File: src/pkg/pmic_evt_params.svh
`ifndef PMIC_EVT_PARAMS_SVH
`define PMIC_EVT_PARAMS_SVH
// clock and debounce timing
`define CLK_HZ          125000000
`define SC_DB_MIN_US    4000
`define SC_DB_MAX_US    8000
`define BTN_DB_MS       30
`define SC_DB_CYC       ((`SC_DB_MIN_US * (`CLK_HZ / 1000000) + `SC_DB_MAX_US * (`CLK_HZ / 1000000)) / 2)
`define BTN_DB_CYC      (`BTN_DB_MS * (`CLK_HZ / 1000))
// flag vector bit positions
`define F_SC            0
`define F_TICK          1
`define F_ALARM         2
`define F_B1_FALL       3
`define F_B1_RISE       4
`define F_B2_FALL       5
`define F_B2_RISE       6
`define F_BRST          7
`define F_WDOG          8
`define F_PCUT          9
`define F_WARM          10
`define F_MEMR          11
`define F_CLK           12
`define F_TKRST         13
`define F_TEMP          14
`define F_GPI           18
`define NUM_FLAGS       22
`define MASK_RESET      22'h3FFFFF
`endif

File: src/pkg/pmic_evt_pkg.sv
package pmic_evt_pkg;
  // power states seen by the event logic
  typedef enum logic [2:0] {
    PS_OFF      = 3'h0,
    PS_COLD     = 3'h1,
    PS_WATCHDOG = 3'h2,
    PS_ON       = 3'h3,
    PS_USER_WAIT= 3'h4,
    PS_LOWPWR   = 3'h5,
    PS_WARM     = 3'h6,
    PS_COIN     = 3'h7
  } power_state_e;
  // edge selection for programmable events
  typedef enum logic [1:0] {
    EDGE_NONE = 2'h0,
    EDGE_RISE = 2'h1,
    EDGE_FALL = 2'h2,
    EDGE_DUAL = 2'h3
  } edge_sel_e;
endpackage

File: src/rtl/pmic_event_debounce.sv
`timescale 1ns/1ns
`include "pmic_evt_params.svh"
// Function
// id pin grounded, open, detect done and bus-voltage done are live sense outputs
// short-circuit flag sets after the condition holds between 4 and 8 ms
// button one falling and held low 30 ms sets a flag
// button one sense follows its level; rising edge flagged after 30 ms
// button two behaves like button one: fall flag, rise flag, level sense
// two-bit select per button lengthens the falling-edge debounce
// button-driven system reset sets a flag with no debounce
// watchdog silent restart sets a flag with no debounce
// timekeeping domain reset sets a flag with no debounce
// clock source change flagged on both edges; sense high while crystal is source
// four temperature flags set on both crossings after programmable debounce, with sense
// each general input flags on programmable edge after programmable debounce, with sense
// interrupt output low except in watchdog and on states
// register writes act only in watchdog, on and user-off-wait states
// flags latch until cleared by writing one; a coinciding event wins
// interrupt high while any flag set with its mask bit clear
// masks reset to all ones; unmasking a set flag raises the line at once
// sense bits are live, never latched or cleared
// rise is low-to-high, fall is high-to-low, dual is either, of debounced source
// tick, alarm, power cut, warm start and memory retain flag on rising source

// ----------------------------------------------------------------
// debounce: output follows input once it has differed for one cycle more than hold_rise_i (rising) or hold_fall_i (falling)
// ----------------------------------------------------------------
module pmic_event_debounce #(
  parameter int CW = 24
) (
  // clock and reset
  input  wire logic          clk_i,
  input  wire logic          rst_n_i,
  // sample and result
  input  wire logic          in_i,
  input  wire logic [CW-1:0] hold_rise_i,
  input  wire logic [CW-1:0] hold_fall_i,
  output logic               out_o
);
  logic [CW-1:0] cnt_q;
  logic          out_q;
  wire           differs = in_i != out_q;
  wire  [CW-1:0] hold    = in_i ? hold_rise_i : hold_fall_i;
  wire           done    = differs && (cnt_q >= hold);

  // count while input disagrees; restart on any bounce back
  always_ff @(posedge clk_i) begin
    if (!rst_n_i) begin
      cnt_q <= '0;
      out_q <= 1'b0;
    end else begin
      cnt_q <= (differs && !done) ? cnt_q + CW'(1) : '0;
      if (done) begin
        out_q <= in_i;
      end
    end
  end
  assign out_o = out_q;
endmodule

// ----------------------------------------------------------------
// event interrupt logic top
// ----------------------------------------------------------------
module pmic_event_interrupt_logic #(
  parameter int CW        = 24,
  parameter int SC_DB     = `SC_DB_CYC,
  parameter int BTN_DB    = `BTN_DB_CYC,
  parameter int BTN_EXT   = `BTN_DB_CYC,
  parameter int TEMP_UNIT = 125000,
  parameter int NGPI      = 4
) (
  // clock and reset
  input  wire logic                   clk_i,
  input  wire logic                   rst_n_i,
  // power state
  input  wire pmic_evt_pkg::power_state_e power_state_i,
  // raw event sources (asynchronous)
  input  wire logic                   idpin_grounded_i,
  input  wire logic                   idpin_open_i,
  input  wire logic                   idpin_detect_done_i,
  input  wire logic                   busvolt_detect_done_i,
  input  wire logic                   short_circuit_i,
  input  wire logic                   second_tick_i,
  input  wire logic                   alarm_i,
  input  wire logic                   button_one_i,
  input  wire logic                   button_two_i,
  input  wire logic                   button_reset_i,
  input  wire logic                   watchdog_restart_i,
  input  wire logic                   power_cut_i,
  input  wire logic                   warm_start_i,
  input  wire logic                   memory_retain_i,
  input  wire logic                   clock_source_xtal_i,
  input  wire logic                   timekeeping_reset_i,
  input  wire logic [3:0]             temp_above_i,
  input  wire logic [NGPI-1:0]        general_input_i,
  // configuration
  input  wire logic [1:0]             button_one_debounce_sel_i,
  input  wire logic [1:0]             button_two_debounce_sel_i,
  input  wire logic [1:0]             temperature_debounce_sel_i,
  input  wire logic [2*NGPI-1:0]      general_input_edge_i,
  input  wire logic [2*NGPI-1:0]      general_input_debounce_i,
  // processor writes
  input  wire logic                   clear_wr_i,
  input  wire logic [`NUM_FLAGS-1:0]  clear_data_i,
  input  wire logic                   mask_wr_i,
  input  wire logic [`NUM_FLAGS-1:0]  mask_data_i,
  // status
  output logic [`NUM_FLAGS-1:0]       flags_o,
  output logic [`NUM_FLAGS-1:0]       masks_o,
  output logic                        idpin_grounded_sense_o,
  output logic                        idpin_open_sense_o,
  output logic                        idpin_detect_done_sense_o,
  output logic                        busvolt_detect_done_sense_o,
  output logic                        button_one_sense_o,
  output logic                        button_two_sense_o,
  output logic                        clock_source_sense_o,
  output logic [3:0]                  temp_sense_o,
  output logic [NGPI-1:0]             general_input_sense_o,
  output logic                        int_o
);
  localparam int NRAW = 20 + NGPI;

  // ----------------------------------------------------------------
  // two-flop synchronisers for every raw event source
  // ----------------------------------------------------------------
  wire  [NRAW-1:0] raw = {general_input_i, temp_above_i, timekeeping_reset_i, clock_source_xtal_i,
                          memory_retain_i, warm_start_i, power_cut_i, watchdog_restart_i,
                          button_reset_i, button_two_i, button_one_i, alarm_i, second_tick_i,
                          short_circuit_i, busvolt_detect_done_i, idpin_detect_done_i,
                          idpin_open_i, idpin_grounded_i};
  logic [NRAW-1:0] meta_q;
  logic [NRAW-1:0] sync_q;
  logic [NRAW-1:0] prev_q;

  // sync_q is the only reader of meta_q; prev_q feeds edge detectors
  always_ff @(posedge clk_i) begin
    if (!rst_n_i) begin
      meta_q <= '0;
      sync_q <= '0;
      prev_q <= '0;
    end else begin
      meta_q <= raw;
      sync_q <= meta_q;
      prev_q <= sync_q;
    end
  end

  wire s_sc   = sync_q[4];
  wire s_b1   = sync_q[7];
  wire s_b2   = sync_q[8];
  wire s_clk  = sync_q[14];

  // ----------------------------------------------------------------
  // debounced sources
  // ----------------------------------------------------------------
  localparam logic [CW-1:0] SC_H  = CW'(SC_DB);
  localparam logic [CW-1:0] BTN_H = CW'(BTN_DB);
  localparam logic [CW-1:0] EXT_H = CW'(BTN_EXT);
  localparam logic [CW-1:0] TU_H  = CW'(TEMP_UNIT);
  // falling debounce grows by one extension step per select code
  wire [CW-1:0] b1_fall_h = BTN_H + CW'(EXT_H * button_one_debounce_sel_i);
  wire [CW-1:0] b2_fall_h = BTN_H + CW'(EXT_H * button_two_debounce_sel_i);
  wire [CW-1:0] temp_h    = CW'(TU_H * ({1'b0, temperature_debounce_sel_i} + 3'h1));
  logic         sc_db;
  logic         b1_db;
  logic         b2_db;
  logic [3:0]   temp_db;
  logic [NGPI-1:0] gpi_db;

  // short circuit only debounced on its rising side; release is immediate
  pmic_event_debounce #(.CW(CW)) u_db_sc (.clk_i(clk_i), .rst_n_i(rst_n_i), .in_i(s_sc),
    .hold_rise_i(SC_H), .hold_fall_i('0), .out_o(sc_db));
  pmic_event_debounce #(.CW(CW)) u_db_b1 (.clk_i(clk_i), .rst_n_i(rst_n_i), .in_i(s_b1),
    .hold_rise_i(BTN_H), .hold_fall_i(b1_fall_h), .out_o(b1_db));
  pmic_event_debounce #(.CW(CW)) u_db_b2 (.clk_i(clk_i), .rst_n_i(rst_n_i), .in_i(s_b2),
    .hold_rise_i(BTN_H), .hold_fall_i(b2_fall_h), .out_o(b2_db));

  genvar gi;
  generate
    for (gi = 0; gi < 4; gi++) begin : g_temp
      pmic_event_debounce #(.CW(CW)) u_db_t (.clk_i(clk_i), .rst_n_i(rst_n_i), .in_i(sync_q[16+gi]),
        .hold_rise_i(temp_h), .hold_fall_i(temp_h), .out_o(temp_db[gi]));
    end
    for (gi = 0; gi < NGPI; gi++) begin : g_gpi
      wire [CW-1:0] gh = CW'(BTN_H * general_input_debounce_i[2*gi +: 2]);
      pmic_event_debounce #(.CW(CW)) u_db_g (.clk_i(clk_i), .rst_n_i(rst_n_i), .in_i(sync_q[20+gi]),
        .hold_rise_i(gh), .hold_fall_i(gh), .out_o(gpi_db[gi]));
    end
  endgenerate

  // ----------------------------------------------------------------
  // edge detection on debounced and synchronised sources
  // ----------------------------------------------------------------
  logic          sc_db_q;
  logic          b1_db_q;
  logic          b2_db_q;
  logic [3:0]    temp_db_q;
  logic [NGPI-1:0] gpi_db_q;

  always_ff @(posedge clk_i) begin
    if (!rst_n_i) begin
      sc_db_q   <= 1'b0;
      b1_db_q   <= 1'b0;
      b2_db_q   <= 1'b0;
      temp_db_q <= '0;
      gpi_db_q  <= '0;
    end else begin
      sc_db_q   <= sc_db;
      b1_db_q   <= b1_db;
      b2_db_q   <= b2_db;
      temp_db_q <= temp_db;
      gpi_db_q  <= gpi_db;
    end
  end

  wire [NRAW-1:0] rise = sync_q & ~prev_q;
  wire [NRAW-1:0] fall = ~sync_q & prev_q;
  logic [NGPI-1:0] gpi_evt;

  // programmable edge selection per general input
  always_comb begin
    for (int i = 0; i < NGPI; i++) begin
      unique case (pmic_evt_pkg::edge_sel_e'(general_input_edge_i[2*i +: 2]))
        pmic_evt_pkg::EDGE_NONE: gpi_evt[i] = 1'b0;
        pmic_evt_pkg::EDGE_RISE: gpi_evt[i] = gpi_db[i] & ~gpi_db_q[i];
        pmic_evt_pkg::EDGE_FALL: gpi_evt[i] = ~gpi_db[i] & gpi_db_q[i];
        pmic_evt_pkg::EDGE_DUAL: gpi_evt[i] = gpi_db[i] ^ gpi_db_q[i];
      endcase
    end
  end

  // one-cycle event per flag position
  wire [`NUM_FLAGS-1:0] evt = {
    gpi_evt,
    temp_db ^ temp_db_q,
    rise[15],
    s_clk ^ prev_q[14],
    rise[13], rise[12], rise[11],
    rise[10],
    rise[9],
    b2_db & ~b2_db_q, ~b2_db & b2_db_q,
    b1_db & ~b1_db_q,
    ~b1_db & b1_db_q,
    rise[6], rise[5],
    sc_db & ~sc_db_q};

  // ----------------------------------------------------------------
  // flags, masks and interrupt line
  // ----------------------------------------------------------------
  wire wr_ok = (power_state_i == pmic_evt_pkg::PS_WATCHDOG) || (power_state_i == pmic_evt_pkg::PS_ON) ||
               (power_state_i == pmic_evt_pkg::PS_USER_WAIT);
  wire int_ok = (power_state_i == pmic_evt_pkg::PS_WATCHDOG) || (power_state_i == pmic_evt_pkg::PS_ON);
  wire [`NUM_FLAGS-1:0] clr = (clear_wr_i && wr_ok) ? clear_data_i : '0;
  logic [`NUM_FLAGS-1:0] flag_q;
  logic [`NUM_FLAGS-1:0] mask_q;

  // a new event wins over a clear in the same cycle, so nothing is lost
  always_ff @(posedge clk_i) begin
    if (!rst_n_i) begin
      flag_q <= '0;
      mask_q <= `MASK_RESET;
    end else begin
      flag_q <= (flag_q & ~clr) | evt;
      if (mask_wr_i && wr_ok) begin
        mask_q <= mask_data_i;
      end
    end
  end

  // ----------------------------------------------------------------
  // assertions on flags, masks and interrupt line
  // ----------------------------------------------------------------
  // line stays quiet in every state but watchdog and on
  property p_int_quiet;
    @(posedge clk_i) disable iff (!rst_n_i)
      !(power_state_i inside {pmic_evt_pkg::PS_WATCHDOG, pmic_evt_pkg::PS_ON}) |-> !int_o;
  endproperty
  a_int_quiet: assert property (p_int_quiet) else $error("interrupt high in a quiet state");

  // an unmasked pending flag must raise the line in the on state
  property p_int_pending;
    @(posedge clk_i) disable iff (!rst_n_i)
      (power_state_i == pmic_evt_pkg::PS_ON) && ((flags_o & ~masks_o) != '0) |-> int_o;
  endproperty
  a_int_pending: assert property (p_int_pending) else $error("unmasked flag without interrupt");

  // fully masked or empty flags keep the line low
  property p_int_masked;
    @(posedge clk_i) disable iff (!rst_n_i)
      ((flags_o & ~masks_o) == '0) |-> !int_o;
  endproperty
  a_int_masked: assert property (p_int_masked) else $error("interrupt with nothing unmasked");

  // a set flag only drops when it was cleared
  property p_flag_latch;
    @(posedge clk_i) disable iff (!rst_n_i)
      $past(rst_n_i) |-> (($past(flag_q) & ~$past(clr) & ~flag_q) == '0);
  endproperty
  a_flag_latch: assert property (p_flag_latch) else $error("flag dropped without a clear");

  // an event always lands, even against a clear of the same bit
  property p_evt_wins;
    @(posedge clk_i) disable iff (!rst_n_i)
      $past(rst_n_i) |-> (($past(evt) & ~flag_q) == '0);
  endproperty
  a_evt_wins: assert property (p_evt_wins) else $error("event lost");

  // a clear without a coinciding event empties the bit
  property p_clear_takes;
    @(posedge clk_i) disable iff (!rst_n_i)
      $past(rst_n_i) |-> (($past(clr) & ~$past(evt) & flag_q) == '0);
  endproperty
  a_clear_takes: assert property (p_clear_takes) else $error("clear did not take");

  // masks only change in states that accept writes
  property p_mask_refused;
    @(posedge clk_i) disable iff (!rst_n_i)
      !wr_ok |=> $stable(mask_q);
  endproperty
  a_mask_refused: assert property (p_mask_refused) else $error("mask changed in a closed state");

  // first cycle out of reset shows every event masked
  property p_mask_reset;
    @(posedge clk_i) disable iff (!rst_n_i)
      $rose(rst_n_i) |-> (mask_q == `MASK_RESET);
  endproperty
  a_mask_reset: assert property (p_mask_reset) else $error("masks not all set after reset");

  // combinational so that unmasking a set flag raises the line at once
  assign int_o  = int_ok && |(flag_q & ~mask_q);
  assign flags_o = flag_q;
  assign masks_o = mask_q;

  // live sense bits straight from the synchronisers
  assign idpin_grounded_sense_o      = sync_q[0];
  assign idpin_open_sense_o          = sync_q[1];
  assign idpin_detect_done_sense_o   = sync_q[2];
  assign busvolt_detect_done_sense_o = sync_q[3];
  assign button_one_sense_o          = s_b1;
  assign button_two_sense_o          = s_b2;
  assign clock_source_sense_o        = s_clk;
  assign temp_sense_o                = sync_q[19:16];
  assign general_input_sense_o       = sync_q[NRAW-1:20];
endmodule

File: config.mk
export PLATFORM = sky130hd
export DESIGN_NAME = pmic_event_interrupt_logic
export DESIGN_NICKNAME = d
export VERILOG_FILES = /design/src/pkg/pmic_evt_pkg.sv /design/src/rtl/pmic_event_debounce.sv
export VERILOG_INCLUDE_DIRS = /design/src /design/src/pkg
export SDC_FILE = /design/constraint.sdc
export NUM_CORES = 1
export LEC_CHECK = 0
export BUFFER_PORTS_ARGS = -buffer_cell sky130_fd_sc_hd__buf_2
export CORE_UTILIZATION = 40
export DETAILED_ROUTE_END_ITERATION = 8
export GPL_TIMING_DRIVEN = 0
export PLACE_DENSITY_LB_ADDON = 0.15
export SLEW_MARGIN = 5
export SYNTH_ARGS = -nofsm -noshare
export SYNTH_HDL_FRONTEND = slang
export SYNTH_HIERARCHICAL = 1
export SYNTH_SLANG_ARGS = --single-unit
export TNS_END_PERCENT = 10
File: constraint.sdc
create_clock -name clk_i -period 8.2 [get_ports clk_i]
set_input_delay 1.23 -clock clk_i [delete_from_list [all_inputs] [get_ports clk_i]]
set_output_delay 1.23 -clock clk_i [all_outputs]
set_load 0.05 [all_outputs]
## Word level (Yosys, flattened, before mapping)

Index checks and enable logic that the tools add are counted.

- Output and inout bits: 60
- Latch bits: 0
- Word-level logic and storage cells: 191
- Memories kept: 0
- Memory bits (read-only): 0
- Input port bits: 97
- Register bits: 394
- Bits in writable memories: 0

- Reductions and logical operators: 54
- Add/sub/neg operators: 14
- Bitwise operators: 39
- Equality and inequality tests: 26
- Multiplexer cells: 8
- $mul: 7
- Shift-type cells: 0
- Divide/modulo/power cells: 0
- Magnitude comparators: 11

Operators with widths:

| kind | count |
|---|---|
| $add 24x1->24 const B | 11 |
| $ge 24x24->1 | 7 |
| $mul 18x2->20 const A | 6 |
| $ge 24x20->1 | 4 |
| $add 22x24->24 const A | 2 |
| $mux 24 | 2 |
| $and 22x22->22 | 2 |
| $not 22->22 | 2 |
| $logic_and 1x1->1 | 25 |
| $mux 22 | 1 |
| $or 22x22->22 | 1 |
| $reduce_and 2->1 | 11 |
| $reduce_or 22->1 | 1 |
| $mux 20 | 1 |
| $mul 14x3->17 const A | 1 |
| $and 16x16->16 | 1 |
| $eq 2x2->1 const B | 8 |
| $not 16->16 | 1 |
| $pmux 1 s4 | 4 |
| $and 1x1->1 | 13 |
| $not 1->1 | 13 |
| $logic_not 1->1 | 11 |
| $ne 1x1->1 | 11 |
| $eq 2x1->1 const B | 4 |
| 7 further kinds | 16 |

## Longest topological paths before layout

Gate-level depths: netlist of run 1.

- Depth after elaboration: 8
- Gate-level depth with buffers: 16
- Mapped depth without buffers: 15

## Hierarchy

Netlist of run 1, hierarchy kept.

Modules (own cells, without submodules):

| module | cells an instance | area an instance (um2) | sequential area each (um2) | instances |
|---|---|---|---|---|
| pmic_event_debounce (g_temp[0].u_db_t ...) | 201 | 1800.5 | 500.5 | 5 |
| pmic_event_debounce (g_gpi[0].u_db_g ...) | 209 | 2040.7 | 500.5 | 4 |
| pmic_event_interrupt_logic | 499 | 4639.4 | 2242.2 | 1 |
| pmic_event_debounce (u_db_sc) | 201 | 1908.1 | 500.5 | 1 |
| pmic_event_debounce (u_db_b2) | 209 | 1826.8 | 500.5 | 1 |

## Least setup slack after synthesis of run 1

OpenSTA, ideal clock, no wires.

- Path kind: input to register
- Start: in temperature_debounce_sel_i[0]
- End: reg g_temp[0].u_db_t.cnt_q[16]
- Setup time: 0.115 ns
- Stages: 16
- Data required time: 8.085 ns
- Arrival: 4.655 ns
- Path slack: 3.430 ns
- Buffers on the path: 1
- Path through: inv_1 > ha_1 > xnor2_1 > ha_1 > ha_1 > nor2b_1 > xnor2_1 > mux2i_1 > ha_1 > nand4_1 > nor4_1 > a21o_1 > a311oi_2 > nand4_2 > buf_6 > nor2_1

- Word-level cells in the longest chain between the ends: 7

RTL lines:

| element | RTL line | text |
|---|---|---|
| from (decl) | pmic_event_debounce.sv:99 | `input wire logic [1:0] temperature_debounce_sel_i,` |
| $add 2x1->3 | pmic_event_debounce.sv:163 | `wire [CW-1:0] temp_h = CW'(TU_H * ({1'b0, temperature_debounce_sel_i} + 3'h1));` |
| $mul 14x3->17 | pmic_event_debounce.sv:163 |  |
| net temp_h[12] | pmic_event_debounce.sv:163 |  |
| $ge 24x20->1 | pmic_event_debounce.sv:44 | `wire done = differs && (cnt_q >= hold);` |
| $logic_and 1x1->1 | pmic_event_debounce.sv:44 |  |
| $logic_not 1->1 | pmic_event_debounce.sv:52 | `cnt_q <= (differs && !done) ? cnt_q + CW'(1) : '0;` |
| $logic_and 1x1->1 | pmic_event_debounce.sv:52 |  |
| $reduce_and 2->1 (no line) | -- |  |
| to (signal assigned) | pmic_event_debounce.sv:52 |  |
| to (decl) | pmic_event_debounce.sv:40 | `logic [CW-1:0] cnt_q;` |

The timed path passes the listed nets, and every way through them passes these cells.
A chain may end at the register's enable or synchronous reset.

## Final worst setup path of run 1

- Start: in temperature_debounce_sel_i[0]
- End: reg g_temp[3].u_db_t.cnt_q[17]

- Word-level cells in the longest chain between the ends: 7

RTL lines:

| element | RTL line |
|---|---|
| $add 2x1->3 | pmic_event_debounce.sv:163 |
| $mul 14x3->17 | pmic_event_debounce.sv:163 |
| net temp_h[11] | pmic_event_debounce.sv:163 |
| $ge 24x20->1 | pmic_event_debounce.sv:44 |
| $logic_and 1x1->1 | pmic_event_debounce.sv:44 |
| $logic_not 1->1 | pmic_event_debounce.sv:52 |
| $logic_and 1x1->1 | pmic_event_debounce.sv:52 |
| $reduce_and 2->1 (no line) | -- |
| to (signal assigned) | pmic_event_debounce.sv:52 |
| to (decl) | pmic_event_debounce.sv:40 |

The timed path passes the listed nets, and every way through them passes these cells.

==> metrics, run 1 <==
actual slew at the worst max-slew pin=1100 ps; clk buf depth=3; status=complete, no violations; met2 Use GR=33.1%; Post-CTS Resized=0; weighted congestion reported at the end of routability-driven placement=0.849; Rel. slew slack=26.6%; CTS root buf=sky130_fd_sc_hd__clkbuf_16; die footprint=64900 um^2; global-route wire length before repair=100000 um; later-pin clock latency in the skew report=590 ps; DRT Pass-1 Iters=5; CP startpoint kind=input pin; busiest layer in global routing=met2; setup slack of the most critical reg-to-reg path=4590 ps; count of maximum capacitance violations=0; power consumption=4.64 mW; Synth Register Bits=387; total track usage=19.3%; most used flip-flop cell after synthesis=sky130_fd_sc_hd__dfxtp_1; Distinct cells, synth=65; complex-gate fraction of the synthesized area=7.65%; crit-path cells=buf_2 > inv_1 > ha_1 > xnor2_1 > ha_1 > ha_1 > nor2b_1 > xnor2_1 > mux2i_1 > ha_1 > nand4_1 > nor4_1 > a21o_1 > a311oi_2 > nand4_2 > buf_6 > nor2_1; post-synthesis adder-cell area fraction=15.6%; number of remaining DRC errors=0; Required @ worst endpoint=8670 ps; global route overflow=0; average wire length per cell after detail routing=15.2 um; number of antenna violations at the first check in global routing=4; final wirelength=62000 um; number of CTS-inserted buffers=47; post-layout util=47.4%; met1 demand-to-capacity share in global routing=24.6%; maximum vdd drop=0.118 mV; number of inserted filler cells in the final layout=6089; y dimension of the die=255 um; fraction of synthesized cell area in xor and xnor cells=9.12%; RSZ-0062 raised after global routing=no; cell type contributing the most total cell area after synthesis=sky130_fd_sc_hd__dfxtp_1; I/O Buffers=156; endpoint class of the critical path=register; critical-path maximum fanout=27; count of final setup violators=0; cell repeated most along the worst path=sky130_fd_sc_hd__ha_1; number of DRC markers after the initial detailed-route iteration=816; most used standard cells in the synthesized netlist=sky130_fd_sc_hd__dfxtp_1, sky130_fd_sc_hd__ha_1, sky130_fd_sc_hd__mux2i_1, sky130_fd_sc_hd__nor2_1, sky130_fd_sc_hd__nand2_1; number of synthesized flops with an enable pin=0; path category of the worst min-delay check=register to register; pwr/cell area=155 nW/um^2; clock transition at the registers of the reported paths=60 ps; vias per inst=4.89; Inst Count DP=3985; layout cell share with drive strength beyond 1=13.5%; combinational family with the most area after synthesis=simple AND/OR/NAND/NOR gates; number of hold violations in the final report=0; arrival time at the worst endpoint=6070 ps; ratio of final minimum period to clock period=68.3%; placed cell area=28300 um^2; slowest library cell on the worst path=sky130_fd_sc_hd__ha_1; area of the mapped netlist=25500 um^2; x dimension of the die=255 um; mux cell area share after synthesis=10.8%; TritonCTS clock tree=yes; WS Path Type=input pin to register; Vias=19900; via count of the first global-routing pass=19600; TNS Setup=0 ps; worst setup margin=2600 ps; Final Non-Filler Cells=4074; layout overhead on the synthesized area=17.2%; TritonCTS Sinks=387; simple-gate portion of the synthesized area=22.7%; Post-CTS Setup Inserts=0; maximum number of pins on one net before global-route repair=38; mean instance size in the synthesized netlist=9.29 um^2; met3 track demand over resource=2.94%; longest individual stage delay on the worst path=920 ps; Top delay family on crit path=adder cells; most frequently used cell type in the post-synthesis netlist=sky130_fd_sc_hd__dfxtp_1; final std cell area, no fill=29900 um^2; Gate Count Post-Synth=2750; final worst hold slack=403 ps; effective utilization at floorplan=40.5%; detailed placement HPWL=47600 um; part of the Yosys area used for sequential elements=30.3%; row count=92; number of top-level design ports=157; number of antenna-violating nets in the routed design=0; area fraction of the dominant cell type after synthesis=30.3%; number of warning messages in the yosys log=6; CORE AREA=63100 um^2; hold buffer count at CTS=0; Buf/Inv on CP=3; highest clock frequency the design can meet=178 MHz; worst setup slack after placement=1930 ps; pins over their slew limit=0; Clock H-tree levels=2; main area contributors after synthesis=sky130_fd_sc_hd__dfxtp_1, sky130_fd_sc_hd__ha_1, sky130_fd_sc_hd__mux2i_1, sky130_fd_sc_hd__xor2_1, sky130_fd_sc_hd__xnor2_1; post-layout minimum cycle time=5600 ps; Net count, final=3602; Lkg Pwr=12.3 nW; maximum clock skew at final layout=13.6 ps; async set-or-reset flop fraction in the synthesized netlist=0%
==> registers in the layout (all words and copies together) (netlist names), 22 cells and up <==
signal,flops
meta_q,24
g_gpi.u_db_g/cnt_q,96
masks_o,22
u_db_b2/cnt_q,24
sync_q,24
u_db_b1/cnt_q,24
flags_o,22
g_temp.u_db_t/cnt_q,96
u_db_sc/cnt_q,24
==> metal layers <==
metal / vias to the layer above / routed length [um] / share of wire (%)
met5: - / 13 / 0.021
met4: 2 / 1510 / 2.4
met3: 90 / 2660 / 4.3
met2: 279 / 28800 / 46
met1: 9171 / 29100 / 47
li1: 10400 / - / -
==> logic make-up (layout without fill, tap and decap cells) <==
group	Yosys count	count (layout)
other	2	237
and+or+nand+nor	1029	1029
buffers and inverters	198	441
xor gates and xnor gates	266	266
muxes	274	274
AOI/OAI and AO/OA	277	277
adders and majority gates	317	317
DFF	387	387
==> final cells by class <==
cell class	count	area [um^2]	area share, %
inverters	108	405	1.35
diodes	3	7.51	0.0251
clock buffers	64	1360	4.55
well taps	846	1060	3.54
flip-flops and latches	387	7750	25.9
plain buffers	90	571	1.91
multi-input cells	2397	17700	59.1
clock inverters	22	289	0.966
repair buffers	157	791	2.64
==> cell usage in the layout (no fill, tap or decap), types with 10 or more instances in the layout <==
| master | count |
|---|---|
| sky130_fd_sc_hd__dfxtp_1 | 387 |
| sky130_fd_sc_hd__ha_1 | 316 |
| sky130_fd_sc_hd__mux2i_1 | 263 |
| sky130_fd_sc_hd__nor2_1 | 254 |
| sky130_fd_sc_hd__conb_1 | 234 |
| sky130_fd_sc_hd__nand2_1 | 224 |
| sky130_fd_sc_hd__buf_2 | 165 |
| sky130_fd_sc_hd__xor2_1 | 134 |
| sky130_fd_sc_hd__xnor2_1 | 132 |
| sky130_fd_sc_hd__inv_1 | 108 |
| sky130_fd_sc_hd__nand3_1 | 108 |
| sky130_fd_sc_hd__a21oi_1 | 102 |
| sky130_fd_sc_hd__nor3_2 | 80 |
| sky130_fd_sc_hd__nand4_1 | 69 |
| sky130_fd_sc_hd__and2_1 | 57 |
| sky130_fd_sc_hd__nor3_1 | 51 |
| sky130_fd_sc_hd__clkbuf_16 | 49 |
| sky130_fd_sc_hd__clkbuf_1 | 44 |
| sky130_fd_sc_hd__o21ai_0 | 39 |
| sky130_fd_sc_hd__nand2b_1 | 36 |
| sky130_fd_sc_hd__a21o_1 | 30 |
| sky130_fd_sc_hd__and4_1 | 29 |
| sky130_fd_sc_hd__buf_6 | 24 |
| sky130_fd_sc_hd__and3_1 | 23 |
| sky130_fd_sc_hd__nor4_1 | 19 |
| sky130_fd_sc_hd__nor2b_1 | 18 |
| sky130_fd_sc_hd__o211ai_1 | 13 |
| sky130_fd_sc_hd__nand4_2 | 13 |
| sky130_fd_sc_hd__buf_1 | 11 |
| sky130_fd_sc_hd__o21ai_1 | 11 |
| sky130_fd_sc_hd__mux2_2 | 11 |
| sky130_fd_sc_hd__a21boi_0 | 10 |
| sky130_fd_sc_hd__nor2_4 | 10 |
==> worst paths after layout <==
path,start,endpoint,cells after the start
worst max-delay path,temperature_debounce_sel_i[0],g_temp[3].u_db_t/cnt_q[17],17
worst min-delay path,prev_q[11],flags_o[9],1
worst max register to register,sync_q[17],g_temp[1].u_db_t/cnt_q[16],11
worst min register to register,prev_q[11],flags_o[9],1
==> where the power goes <==
| group | switching (mW) | internal (mW) | total (mW) |
|---|---|---|---|
| clock network | 0.867 | 1.36 | 2.22 |
| logic | 0.314 | 0.187 | 0.501 |
| registers | 0.0177 | 1.90 | 1.92 |
Power figures use the tool's default switching activity.
==> inputs of run 2 (changes only) <==
==> constraint.sdc (replaced) <==
create_clock -name clk_i -period 4.8 [get_ports clk_i]
set_input_delay 0.72 -clock clk_i [delete_from_list [all_inputs] [get_ports clk_i]]
set_output_delay 0.72 -clock clk_i [all_outputs]
set_load 0.05 [all_outputs]
==> metrics, run 2 (synthesis results as in run 1) <==
vias per inst=4.89; maximum clock skew at final layout=13.1 ps; post-layout minimum cycle time=4390 ps; pwr/cell area=265 nW/um^2; arrival time at the worst endpoint=4910 ps; via count of the first global-routing pass=19600; CTS root buf=sky130_fd_sc_hd__clkbuf_16; largest registers in the final layout=g_gpi.u_db_g/cnt_q x96, g_temp.u_db_t/cnt_q x96; average wire length per cell after detail routing=15.3 um; final std cell area, no fill=29900 um^2; number of hold violations in the final report=0; critical-path maximum fanout=26; maximum number of pins on one net before global-route repair=38; weighted congestion reported at the end of routability-driven placement=0.849; Clock H-tree levels=2; Lkg Pwr=12.3 nW; maximum vdd drop=0.203 mV; number of DRC markers after the initial detailed-route iteration=825; RSZ-0062 raised after global routing=no; status=complete, no violations; hold buffer count at CTS=0; pins over their slew limit=0; endpoint class of the critical path=register; area taken by multi-input logic gates=17700 um^2; ratio of final minimum period to clock period=91.6%; Net count, final=3603; number of remaining DRC errors=0; Rel. slew slack=20.7%; path category of the worst min-delay check=input pin to register; clock transition at the registers of the reported paths=60 ps; Required @ worst endpoint=5310 ps; slowest library cell on the worst path=sky130_fd_sc_hd__ha_4; Vias=19900; number of inserted filler cells in the final layout=6087; CP startpoint kind=input pin; global route overflow=0; row count=92; number of antenna-violating nets in the routed design=0; number of CTS-inserted buffers=47; final wirelength=62300 um; global-route wire length before repair=101000 um; layout overhead on the synthesized area=17.3%; count of maximum capacitance violations=0; count of final setup violators=0; clk buf depth=3; I/O Buffers=156; WS Path Type=input pin to register; crit-path cells=buf_2 > clkinvlp_4 > ha_4 > xnor2_1 > ha_1 > inv_1 > fa_1 > inv_1 > mux2i_1 > ha_1 > nand2_1 > nor4_1 > a21o_1 > a311oi_2 > nand4_2 > buf_6 > nor2_1; DRT Pass-1 Iters=5; commonest cells after routing, fill and taps aside=sky130_fd_sc_hd__dfxtp_1, sky130_fd_sc_hd__ha_1, sky130_fd_sc_hd__mux2i_1, sky130_fd_sc_hd__nor2_1, sky130_fd_sc_hd__conb_1; detailed placement HPWL=47600 um; die footprint=64900 um^2; commonest non-fill, non-tap cell in the layout=sky130_fd_sc_hd__dfxtp_1; longest individual stage delay on the worst path=620 ps; number of top-level design ports=157; total track usage=19.3%; Post-CTS Setup Inserts=0; y dimension of the die=255 um; TritonCTS Sinks=387; actual slew at the worst max-slew pin=1190 ps; later-pin clock latency in the skew report=590 ps; post-layout util=47.5%; sequential cell area=7750 um^2; number of antenna violations at the first check in global routing=4; placed cell area=28300 um^2; highest clock frequency the design can meet=228 MHz; effective utilization at floorplan=40.5%; x dimension of the die=255 um; layout cell share with drive strength beyond 1=13.6%; TritonCTS clock tree=yes; CORE AREA=63100 um^2
[run 2: changes by cell type in the layout (fill, tap and decap cells not counted), sizes merged]
cell      change
inv           -1
clkinvlp      +2
[run 2: path summary, 6_finish.rpt]
kind                                       from                          to  slack (ps)  cells past startpoint
hold reg to reg                      prev_q[11]                  flags_o[9]         400                      1
setup reg to reg                     sync_q[17]  g_temp[1].u_db_t/cnt_q[16]        1190                     11
setup / recovery  temperature_debounce_sel_i[0]  g_temp[3].u_db_t/cnt_q[17]         410                     17
hold / removal                   button_reset_i                   meta_q[9]         330                      2
[run 2: cell type report]
class / count / area share (%)
Clock inverter: 22 / 0.965
Timing Repair inverter: 1 / 0.0167
Tap cell: 846 / 3.53
Buffer: 90 / 1.91
Clock buffer: 64 / 4.55
Inverter: 108 / 1.37
Multi-Input combinational cell: 2397 / 59.1
Antenna cell: 3 / 0.0251
Sequential cell: 387 / 25.9
Timing Repair Buffer: 157 / 2.64
[run 2: power breakdown]
| group | total (mW) | leakage, nW | internal [mW] | switching, mW |
|---|---|---|---|---|
| Combinational | 0.861 | 8.38 | 0.322 | 0.539 |
| Clock | 3.80 | 0.803 | 2.32 | 1.48 |
| Sequential | 3.28 | 3.13 | 3.25 | 0.0305 |
[run 2: layer usage]
layer / up-vias / track usage, % / share of wire (%)
li1: 10400 / - / -
met4: 2 / 6.01 / 2.5
met3: 96 / 2.94 / 4.4
met2: 301 / 33.1 / 46
met1: 9153 / 24.6 / 47
met5: - / 0 / 0.021
[run 2: worst max-delay path: cells and delay by family]
family / cells / cell delay [ps]
AO/OA/AOI/OAI: 2 / 530
XOR/XNOR: 1 / 120
adder cells (fa/ha/maj): 4 / 1570
buffers and inverters: 5 / 1200
multiplexers: 1 / 130
AND/OR/NAND/NOR: 4 / 620
[run 2: through the flow]
step / hold slack, ps / setup TNS [ps] / cells / setup WS [ps] / total power [mW]
final: 332 / 0 / 4075 / 406 / 7.94
after global routing: 312 / 0 / 4074 / 134 / 8.31
after CTS: 290 / 0 / 4071 / 95.2 / 8.07
after detailed placement: 396 / -84880 / 3985 / -960 / 4.21
after global placement: 391 / -81740 / 3984 / -899 / 4.19
after floorplan: 389 / 0 / 2982 / 540 / 3.96
[run 2: repair_timing]
action / CTS / global route
setup endpoints to repair: 98 / 88
gates resized for setup: 3 / 1
gates cloned: 0 / 1
